`src/core/msarc_pkg.sv`:
```
package msarc_pkg;
  localparam int CLK_NS       = 50;
  localparam int START_NS     = 50;
  localparam int START_CYC    = (START_NS + CLK_NS - 1) / CLK_NS;
  localparam int SAMPLE_NS    = 180;
  localparam int SAMPLE_CYC   = (SAMPLE_NS + CLK_NS - 1) / CLK_NS;
  localparam int MAJOR_NS     = 900;
  localparam int MAJOR_CYC    = MAJOR_NS / CLK_NS;
  localparam int STROBE_NS    = 700;
  localparam int STROBE_CYC   = STROBE_NS / CLK_NS;
  localparam int RRCLR_CYC    = SAMPLE_CYC + 1;
  localparam logic [5:0] REFRESH_COUNT = 6'h34;
  localparam logic [5:0] TIMEOUT_COUNT = 6'h03;
  localparam logic [7:0] CTRL_OFF   = 8'h00;
  localparam logic [7:0] STATUS_OFF = 8'h04;
  localparam logic [7:0] DATA_OFF   = 8'h08;
  localparam logic       CTRL_RST   = 1'b0;
  localparam int ST_REQ_BIT   = 0;
  localparam int ST_GNT_BIT   = 1;
  localparam int ST_TMO_BIT   = 2;
  localparam int ST_ECC_BIT   = 3;
  localparam int ST_OOR_BIT   = 4;
  localparam int ST_ROW_LSB   = 8;
  localparam int ST_CYC_LSB   = 16;

  typedef enum logic [1:0] {ST_IDLE, ST_WAIT, ST_ACCESS, ST_REFRESH} msarc_state_t;

  typedef struct packed {
    logic        clk_pulse;
    logic        access_en;
    logic [0:15] addr;
    logic [0:3]  ext;
  } msarc_cpu_t;

  typedef struct packed {
    logic [8:0] left;
    logic [8:0] right;
    logic [4:0] chk_left;
    logic [4:0] chk_right;
  } msarc_sense_t;
endpackage

```
`src/core/msarc_top.sv`:
```
// Implementation choices: the APB slave port and the placing of the registers.
`timescale 1ns/1ps
`default_nettype none
module msarc_top (
  // clock and reset
  input  wire logic                  pclk,
  input  wire logic                  presetn,
  // apb slave
  input  wire logic                  psel,
  input  wire logic                  penable,
  input  wire logic                  pwrite,
  input  wire logic [7:0]            paddr,
  input  wire logic [31:0]           pwdata,
  output logic      [31:0]           prdata,
  output logic                       pready,
  output logic                       pslverr,
  // processor side
  input  wire msarc_pkg::msarc_cpu_t cpu_in,
  output logic                       refresh_req,
  output logic                       refresh_timeout,
  output logic                       out_of_range,
  output logic                       ecc_error,
  output logic      [17:0]           read_data,
  // storage array side
  input  wire msarc_pkg::msarc_sense_t sense_in,
  output logic      [4:0]            elem_row,
  output logic      [4:0]            elem_col,
  output logic      [3:0]            col_sel,
  output logic      [15:0]           mod_sel,
  output logic      [15:0]           board_addr_en,
  output logic      [63:0]           chip_en,
  output logic      [15:0]           left_byte_en,
  output logic      [15:0]           right_byte_en,
  output logic      [15:0]           check_en,
  output logic                       half_left
);
  import msarc_pkg::*;

  msarc_cpu_t   cpu_s1_r;
  msarc_cpu_t   cpu_s2_r;
  msarc_sense_t sns_s1_r;
  msarc_sense_t sns_s2_r;
  logic         clkp_d_r;
  logic         start;
  msarc_state_t state_r;
  logic [4:0]   tmr_r;
  logic [5:0]   cyc_r;
  logic [5:0]   cyc_nxt;
  logic         hit;
  logic [4:0]   row_r;
  logic         req_r;
  logic         tmo_r;
  logic         rrclr_tim;
  logic         req_clr;
  logic         sample;
  logic         grant;
  logic         timing;
  logic [0:4]   hi_hold_r;
  logic         ecc_fit_r;
  logic         ecc_err_r;
  logic         oor_r;
  logic [17:0]  hold_r;
  logic [8:0]   fix_left;
  logic [8:0]   fix_right;
  logic         wr_en;
  logic         mapped;
  logic [15:0]  col_dec;

  function automatic logic [15:0] msarc_onehot(input logic [3:0] sel);
    logic [15:0] v;
    v = 16'h0000;
    v[sel] = 1'b1;
    return v;
  endfunction

  // returns {uncorrectable, byte}; single bit errors in data or check bits are fixed
  function automatic logic [8:0] msarc_correct(input logic [7:0] d, input logic [4:0] c);
    logic [12:1] cw;
    logic [3:0]  syn;
    logic        ov;
    logic        bad;
    cw  = {d[7:4], c[3], d[3:1], c[2], d[0], c[1], c[0]};
    syn = 4'h0;
    for (int p = 1; p <= 12; p++) begin
      if (cw[p]) begin
        syn = syn ^ p[3:0];
      end
    end
    ov  = ^{cw, c[4]};
    bad = (!ov && syn != 4'h0) || (ov && syn > 4'hC);
    if (ov && syn != 4'h0 && syn <= 4'hC) begin
      cw[syn] = ~cw[syn];
    end
    return {bad, cw[12], cw[11], cw[10], cw[9], cw[7], cw[6], cw[5], cw[3]};
  endfunction

  // pins cross in from the processor clock; only the second stage is read
  always_ff @(posedge pclk or negedge presetn) begin
    if (!presetn) begin
      cpu_s1_r <= '0;
      cpu_s2_r <= '0;
      sns_s1_r <= '0;
      sns_s2_r <= '0;
      clkp_d_r <= 1'b0;
    end else begin
      cpu_s1_r <= cpu_in;
      cpu_s2_r <= cpu_s1_r;
      sns_s1_r <= sense_in;
      sns_s2_r <= sns_s1_r;
      clkp_d_r <= cpu_s2_r.clk_pulse;
    end
  end

  // one cycle of 50 ns on the leading edge
  assign start = cpu_s2_r.clk_pulse & ~clkp_d_r;

  assign sample    = (state_r == ST_WAIT) && (tmr_r == 5'(SAMPLE_CYC));
  assign grant     = sample && !cpu_s2_r.access_en && req_r;
  assign timing    = (state_r == ST_ACCESS) || (state_r == ST_REFRESH);
  assign rrclr_tim = (state_r != ST_IDLE) && (tmr_r == 5'(RRCLR_CYC));
  assign req_clr   = rrclr_tim && (state_r == ST_REFRESH);

  // major cycle sequencer
  always_ff @(posedge pclk or negedge presetn) begin
    if (!presetn) begin
      state_r <= ST_IDLE;
      tmr_r   <= 5'h00;
    end else begin
      unique case (state_r)
        ST_IDLE: begin
          if (start) begin
            state_r <= ST_WAIT;
            tmr_r   <= 5'(START_CYC);
          end
        end
        ST_WAIT: begin
          tmr_r <= tmr_r + 5'h01;
          if (sample) begin
            if (cpu_s2_r.access_en) begin
              state_r <= ST_ACCESS;
            end else if (req_r) begin
              state_r <= ST_REFRESH;
            end else begin
              state_r <= ST_IDLE;
            end
          end
        end
        ST_ACCESS, ST_REFRESH: begin
          tmr_r <= tmr_r + 5'h01;
          // refresh holds storage for exactly one major cycle
          if (tmr_r == 5'(MAJOR_CYC - 1)) begin
            state_r <= ST_IDLE;
          end
        end
      endcase
    end
  end

  assign cyc_nxt = cyc_r + 6'h01;
  assign hit     = start && (cyc_nxt == REFRESH_COUNT);

  // cycle counter; after a request it counts ignored cycles
  always_ff @(posedge pclk or negedge presetn) begin
    if (!presetn) begin
      cyc_r <= 6'h00;
    end else if (grant) begin
      cyc_r <= 6'h00;
    end else if (hit) begin
      cyc_r <= 6'h00;
    end else if (start) begin
      cyc_r <= cyc_nxt;
    end
  end

  // row counter has no clear path besides power-on reset
  always_ff @(posedge pclk or negedge presetn) begin
    if (!presetn) begin
      row_r <= 5'h00;
    end else if (hit) begin
      row_r <= row_r + 5'h01;
    end
  end

  // set wins over clear
  always_ff @(posedge pclk or negedge presetn) begin
    if (!presetn) begin
      req_r <= 1'b0;
    end else if (hit) begin
      req_r <= 1'b1;
    end else if (req_clr) begin
      req_r <= 1'b0;
    end
  end

  always_ff @(posedge pclk or negedge presetn) begin
    if (!presetn) begin
      tmo_r <= 1'b0;
    end else if (req_r && cyc_r == TIMEOUT_COUNT && rrclr_tim) begin
      tmo_r <= 1'b1;
    end else if (grant) begin
      tmo_r <= 1'b0;
    end
  end

  // upper bits loaded in ST_WAIT, frozen across the access phase
  always_ff @(posedge pclk or negedge presetn) begin
    if (!presetn) begin
      hi_hold_r <= '0;
    end else if (state_r == ST_WAIT) begin
      hi_hold_r <= cpu_s2_r.addr[0:4];
    end
  end

  // only the low four decodes are reachable from two address bits
  assign col_dec = msarc_onehot({2'b00, hi_hold_r[3], hi_hold_r[4]});

  // address fan-out and selects, registered
  always_ff @(posedge pclk or negedge presetn) begin
    if (!presetn) begin
      elem_row  <= 5'h00;
      elem_col  <= 5'h00;
      col_sel   <= 4'h0;
      mod_sel   <= 16'h0000;
      half_left <= 1'b0;
      oor_r     <= 1'b0;
    end else begin
      unique case (state_r)
        ST_ACCESS: begin
          elem_row  <= cpu_s2_r.addr[10:14];
          elem_col  <= cpu_s2_r.addr[5:9];
          col_sel   <= col_dec[3:0];
          mod_sel   <= msarc_onehot(hi_hold_r[0:3]);
          half_left <= hi_hold_r[0];
          oor_r     <= |cpu_s2_r.ext;
        end
        ST_REFRESH: begin
          elem_row  <= row_r;
          elem_col  <= 5'h00;
          col_sel   <= 4'hF;
          mod_sel   <= 16'hFFFF;
          half_left <= 1'b0;
          oor_r     <= 1'b0;
        end
        default: begin
          elem_row  <= 5'h00;
          elem_col  <= 5'h00;
          col_sel   <= 4'h0;
          mod_sel   <= 16'h0000;
          half_left <= 1'b0;
          oor_r     <= oor_r;
        end
      endcase
    end
  end

  // selects are only non-zero while timing runs, so they already carry it
  assign board_addr_en = mod_sel;
  assign left_byte_en  = mod_sel;
  assign right_byte_en = mod_sel;
  assign check_en      = mod_sel & {16{ecc_fit_r}};

  for (genvar m = 0; m < 16; m++) begin : g_mod
    for (genvar c = 0; c < 4; c++) begin : g_col
      assign chip_en[m*4+c] = col_sel[c] & mod_sel[m];
    end
  end

  assign fix_left  = msarc_correct(sns_s2_r.left[7:0], sns_s2_r.chk_left);
  assign fix_right = msarc_correct(sns_s2_r.right[7:0], sns_s2_r.chk_right);

  // read data capture; check bits never leave the block
  always_ff @(posedge pclk or negedge presetn) begin
    if (!presetn) begin
      hold_r    <= 18'h00000;
      ecc_err_r <= 1'b0;
    end else if (state_r == ST_ACCESS && tmr_r == 5'(STROBE_CYC)) begin
      if (ecc_fit_r) begin
        hold_r    <= {~^fix_left[7:0], fix_left[7:0], ~^fix_right[7:0], fix_right[7:0]};
        ecc_err_r <= fix_left[8] | fix_right[8];
      end else begin
        hold_r    <= {sns_s2_r.left, sns_s2_r.right};
        ecc_err_r <= 1'b0;
      end
    end
  end

  assign read_data       = hold_r;
  assign refresh_req     = req_r;
  assign refresh_timeout = tmo_r;
  assign out_of_range    = oor_r;
  assign ecc_error       = ecc_err_r;

  // apb: zero wait states, read data registered in the setup phase
  assign pready  = 1'b1;
  assign mapped  = (paddr == CTRL_OFF) || (paddr == STATUS_OFF) || (paddr == DATA_OFF);
  assign pslverr = psel & penable & ~mapped;
  assign wr_en   = psel & penable & pwrite & (paddr == CTRL_OFF);

  always_ff @(posedge pclk or negedge presetn) begin
    if (!presetn) begin
      ecc_fit_r <= CTRL_RST;
    end else if (wr_en) begin
      ecc_fit_r <= pwdata[0];
    end
  end

  always_ff @(posedge pclk or negedge presetn) begin
    if (!presetn) begin
      prdata <= 32'h00000000;
    end else if (psel && !penable && !pwrite) begin
      prdata <= 32'h00000000;
      if (paddr == CTRL_OFF) begin
        prdata[0] <= ecc_fit_r;
      end else if (paddr == STATUS_OFF) begin
        prdata[ST_REQ_BIT]               <= req_r;
        prdata[ST_GNT_BIT]               <= (state_r == ST_REFRESH);
        prdata[ST_TMO_BIT]               <= tmo_r;
        prdata[ST_ECC_BIT]               <= ecc_err_r;
        prdata[ST_OOR_BIT]               <= oor_r;
        prdata[ST_ROW_LSB+4:ST_ROW_LSB]  <= row_r;
        prdata[ST_CYC_LSB+5:ST_CYC_LSB]  <= cyc_r;
      end else if (paddr == DATA_OFF) begin
        prdata[17:0] <= hold_r;
      end
    end
  end
endmodule // msarc_top
`default_nettype wire

```
`config.mk`:
```
export PLATFORM = sky130hd
export DESIGN_NAME = msarc_top
export DESIGN_NICKNAME = d
export VERILOG_FILES = /design/src/core/msarc_pkg.sv /design/src/core/msarc_top.sv
export SDC_FILE = /design/constraint.sdc
export NUM_CORES = 1
export LEC_CHECK = 0
export BUFFER_PORTS_ARGS = -buffer_cell sky130_fd_sc_hd__buf_2
export CAP_MARGIN = 25
export CORE_MARGIN = 2
export CORE_UTILIZATION = 41
export CTS_CLUSTER_SIZE = 12
export DETAILED_ROUTE_END_ITERATION = 10
export GPL_TIMING_DRIVEN = 0
export PLACE_DENSITY_LB_ADDON = 0.25
export SETUP_SLACK_MARGIN = 0.15
export SYNTH_ARGS = -nofsm -noshare
export SYNTH_HDL_FRONTEND = slang
export SYNTH_SLANG_ARGS = --single-unit
```
`constraint.sdc`:
```
create_clock -name pclk -period 5.15 [get_ports pclk]
set_input_delay 0.2575 -clock pclk [delete_from_list [all_inputs] [get_ports pclk]]
set_output_delay 0.2575 -clock pclk [all_outputs]
set_load 0.05 [all_outputs]
```
== After elaboration in Yosys (flattened, before gate mapping) ==
Index checks and enable logic that the tools add are counted.
Word-level totals
  flip-flop bits (word level): 200
  bits of input ports: 95
  output and inout bits: 215
  logic and storage cells: 281
Operators by class
  add/sub/neg operators: 3
  magnitude comparators: 12
  equal/unequal tests: 14
  multiplexer cells: 72
  bitwise logic cells: 97
  reductions and logical operators: 49
Operators by type and width (count)
  $and 1x1->1: 69
  $mux 4: 11
  $mux 18: 2
  $pmux 16 s2: 1
  $mux 3: 10
  $reduce_xor 13->1: 2
  $bwmux 12: 2
  $mux 12: 2
  $not 2->2: 12
  $logic_and 1x1->1: 23
  $mux 21: 1
  $mux 2: 10
  $mux 5: 4
  $pmux 5 s2: 2
  $mux 6: 3
  $and 16x16->16: 1
  $reduce_xnor 8->1: 2
  $lt 4x5->1 const B: 3
  $mux 1: 15
  $demux 1 s4: 3
  $ge 4x1->1 const B: 3
  $not 3->3: 4
  $add 5x1->5 const B: 2
  $eq 5x3->1 const B: 2
  33 further kinds: 58

== Depth between registers and ports, before layout ==
  word-level depth: 28
  gate-level depth with buffers: 14
  depth with buffers taken out: 11

== Worst setup path after synthesis ==
OpenSTA, ideal clock, no wires.
  path type: reg2reg
  from: register sns_s2_r[21] (netlist bit)
  to: register hold_r[17], in the netlist read_data[17]
  library setup time: 0.073 ns
  data arrival time: 3.429 ns
  required time: 5.077 ns
  slack: 1.648 ns
  cell stages (with the launch flop): 13
  buffers on the path: 1
  clock period less this slack: 3.502 ns
  path through: dfrtp_1 xnor2_2 xnor3_1 clkbuf_1 nor2_1 o21a_1 mux2_2 a31oi_1 o31ai_1 or4_1 a211o_1 and3_1 a2bb2oi_2
On the way
  cells in the longest elaborated chain, start to end: 18
  elaborated cells between the ends (all ways): 28
  classes of those cells: order compare (3); mux (14); bitwise (5); reduce/logical (6)
Ends and longest elaborated chain
  start: declaration: line msarc_top.sv:42  | msarc_sense_t sns_s2_r;
  start signal: assignment: line msarc_top.sv:109  | sns_s2_r <= sns_s1_r;
  $mux 3: line msarc_top.sv:85  | if (cw[p]) begin
  $not 3->3 (no line)
  $mux 3: line msarc_top.sv:85
  $mux 4 (2 in a row): line msarc_top.sv:85
  $not 2->2 (no line)
  $mux 4: line msarc_top.sv:85
  $not 3->3 (no line)
  $mux 4 (2 in a row): line msarc_top.sv:85
  $lt 4x5->1 (implied by the code) / $ge 4x1->1 (equally long branches): line msarc_top.sv:92  | cw[syn] = ~cw[syn];
  $logic_and 1x1->1 (implied by the code): line msarc_top.sv:92
  $mux 1 (implied by the code): line msarc_top.sv:92
  $demux 1 s4: line msarc_top.sv:92
  $bwmux 12: line msarc_top.sv:92
  $mux 12 *: line msarc_top.sv:91  | if (ov && syn != 4'h0 && syn <= 4'hC) begin
  $reduce_xnor 8->1 *: line msarc_top.sv:278  | hold_r <= {~^fix_left[7:0], fix_left[7:0], ~^fix_right[7:0], fix_right[7:0]};
  $mux 18 *: line msarc_top.sv:277  | if (ecc_fit_r) begin
  end signal: assignment: line msarc_top.sv:278
  end signal: assignment: line msarc_top.sv:281  | hold_r <= {sns_s2_r.left, sns_s2_r.right};
  end: declaration: line msarc_top.sv:62  | logic [17:0] hold_r;
Mark *: on every way between the ends. The rest lies on a longest branch, timed or not. The select of a mux whose other input is x is not followed.
A chain may end at the register's enable or synchronous reset.

== Worst setup path after layout ==
  from: register sns_s2_r[24] (netlist bit)
  to: register hold_r[17], in the netlist read_data[17]
On the way
  cells in the longest elaborated chain, start to end: 13
  elaborated cells between the ends (all ways): 22
  classes of those cells: order compare (3); mux (10); bitwise (3); reduce/logical (6)
Ends and longest elaborated chain (line)
  $mux 4: msarc_top.sv:85
  $not 3->3 (no line)
  $mux 4: msarc_top.sv:85
  $not 2->2 (no line)
  $mux 4: msarc_top.sv:85
  $lt 4x5->1 (implied by the code) / $ge 4x1->1 (equally long branches): msarc_top.sv:92
  $logic_and 1x1->1 (implied by the code): msarc_top.sv:92
  $mux 1 (implied by the code): msarc_top.sv:92
  $demux 1 s4: msarc_top.sv:92
  $bwmux 12: msarc_top.sv:92
  $mux 12 *: msarc_top.sv:91
  $reduce_xnor 8->1 *: msarc_top.sv:278
  $mux 18 *: msarc_top.sv:277
Marks and branches as above.

==> reports/results.ini <==
[status]
status = completed

[cts]
cts_buffer_depth = 2
cts_tree = done
cts_buffers = 17
htree_levels = 4
cts_setup_buffers = 0
cts.sinks = 198
clk_pin_slew_worst_paths_ns = 0.07
clkLatencyLatePin_ns = 0.44
cts_root_buffer = clkbuf_16

[drt]
drt_wl_total_um = 25340
drtPass1Iterations = 5
drt.antenna.violating_nets = 0
vias_per_cell = 4.832
drc = 0
routed-via-count = 7929
drt_iter0_drc = 552
avgRoutedWirePerCell_um = 15.44

[synthesis]
synthesis.area_sq_um = 9682
ys_ff_latch = 198
synth_area_leaders = dfrtp_1, and2_1, buf_4, nor2_1, nand2_1
yosysWarnings = 0
postSynthAreaPerCell_sq_um = 10.06
synthCells = 962
yosysMostFrequentCell = dfrtp_1
synth_edf_count = 0
synth_seq_area_share_pct = 51.18
yosysUniqueCellTypes = 66
yosysTopAreaCellShare_pct = 51.18
postSynth.topFlopCell = dfrtp_1
synthTopCellsByCount = dfrtp_1, nor2_1, and2_1
ys_async_sr_fraction_pct = 100.0
yosys.area.top_type = dfrtp_1

[critical_path]
crit_path_end_kind = register
required_ns = 5.51
criticalPathCategory = register to register
cp.arrival_ns = 4.36
cp_max_fo = 10
start_kind = register

[die]
rows = 56
start_util_pct = 41.50
die_x_um = 157.7
fp.dieH_um = 157.7
core_sq_um = 23330
die-area_sq_um = 24860
io_pins = 310

[power_and_ir_drop]
p_leak_nw = 6.484
power_density_nw_per_um2 = 469.6
finalPower_mw = 5.908
peakVddDrop_v = 0.0003729

[layout]
drive_gt1_share_pct = 28.92
syn2layout_area_growth_pct = 29.93
instances_no_fill = 1641
fin_nets = 1409

[grt]
grt-ovfl-total = 0
grt_max_degree = 101
grt_pass1_vias = 7479
gr-usage-all-layers_pct = 20.30
grt_pass1_wl_um = 38990
grt_antenna_before_repair = 0

[timing]
setup-tns-final_ns = 0
whs_ns = 0.05535
maxSlewHeadroom_pct = 47.49
finClkSkew_ns = 0.01407
period_minus_slack_ns = 3.992
tightest_slew_ns = 0.7850
finalSetupViolCount = 0
rsz0062_at_grt = no
hold_viol = 0
fmax_mhz = 250.5
final_max_slew_viol_count = 0
period_share_pct = 77.52

[place]
gp_congestion = 0.8788
placed_cells = 1557
hpwl_um = 18910
io_buffer_count = 266

[job]
drv_cap = 0

[min_path]
hp-class = input pin to register

-- worst max-delay path, stage by stage, from the launching register on --
cell and delay [ns]:
dfrtp_1 0.33, clkbuf_1 0.36, xor2_1 0.19, xnor3_1 0.51, clkbuf_1 0.27, nor2_1 0.21
o21a_1 0.22, mux2_2 0.35, a31oi_1 0.20, o31ai_1 0.15, or4_1 0.52, a211o_1 0.30
and3_1 0.19, a2bb2oi_2 0.12
-- layout by cell type (no fill, tap or decap), types with 4 or more instances in the layout --
master	instances
conb_1	11
xnor3_1	7
nor2_1	101
clkbuf_16	17
buf_4	59
o31ai_1	4
mux2_2	5
o211ai_1	8
o22ai_1	5
xnor2_1	38
and2_1	90
nand3_1	26
nor4_1	11
nand4_1	4
nand2_1	89
nand2b_1	7
o21ai_0	37
xnor2_2	5
clkbuf_1	48
o211a_1	4
a221oi_1	11
and3_1	6
o21a_1	4
a31oi_1	6
xor2_1	11
nor3_1	30
dfrtp_1	198
inv_1	16
a211oi_1	6
ha_1	6
nor2b_1	6
buf_2	270
mux2i_1	26
dlygate4sd3_1	50
a21oi_1	29
-- metal layers --
metal  global-route usage (%)  share of wire (%)  routed length (um)
met1                    22.62                 40               10040
met2                    38.84                 54               13590
met3                    3.778                4.9                1250
met4                    6.277                1.8                 463
met5                        0                  0                   0
-- metrics by stage --
step | utilization [%] | cell area (sq um) | worst slack, ns
after floorplan | - | 9716 | 1.648
after global placement | 49.06 | 11450 | 0.5926
after detailed placement | 49.22 | 11480 | 1.199
after CTS | 53.87 | 12570 | 1.165
after global routing | 53.90 | 12580 | 0.8540
final | 53.91 | 12580 | 1.158
-- flip-flops by register name (all words and copies together), names as in the netlist, 6 cells and up --
register	cells
sns_s1_r	28
sns_s2_r	28
prdata	22
cpu_s1_r	21
cpu_s2_r	21
read_data	18
board_addr_en	16
cyc_r	6
-- path summary, 6_finish.rpt --
path	from	end	cells after the start	slack [ns]
worst max-delay path	sns_s2_r[24]	read_data[17]	13	1.16
worst min-delay path	pwdata[0]	ecc_fit_r	3	0.06
worst max register to register	sns_s2_r[24]	read_data[17]	13	1.16
worst min register to register	cpu_s1_r[10]	cpu_s2_r[10]	0	0.34
max in group asynchronous	presetn	cpu_s1_r[12]	3	3.82
min in group asynchronous	presetn	cpu_s1_r[21]	2	0.41
-- area by class of cell --
cell class                      instances  area, sq um
Antenna cell                            1        2.502
Clock inverter                         11        115.1
Fill cell                            2185        10750
Inverter                               16        60.06
Clock buffer                           21        470.5
Sequential cell                       198         4955
Timing Repair Buffer                  318         1877
Tap cell                              319        399.1
Buffer                                111        644.4
Multi-Input combinational cell        646         4056
-- where the power goes --
part | internal (mW) | switching, mW
Combinational | 0.794 | 1.82
Clock | 0.717 | 0.609
Sequential | 1.73 | 0.236
Total | 3.25 | 2.66
-- what timing repair did --
| action | 4_1_cts | 5_1_grt |
|---|---|---|
| gates resized for setup | 0 | 0 |
| hold buffers | 50 | 0 |
| hold endpoints to repair | 148 | 0 |
-- cells by family after synthesis --
family                   synth area share (%)
multiplexers                            3.270
XOR/XNOR                                7.315
adder cells (fa/ha/maj)                0.9822
other                                 0.07757
AND/OR/NAND/NOR                         20.02
flip-flops                              51.18
AO/OA/AOI/OAI                           9.887
buffers and inverters                   7.276
Note: power is estimated with default switching activity, not from simulation.
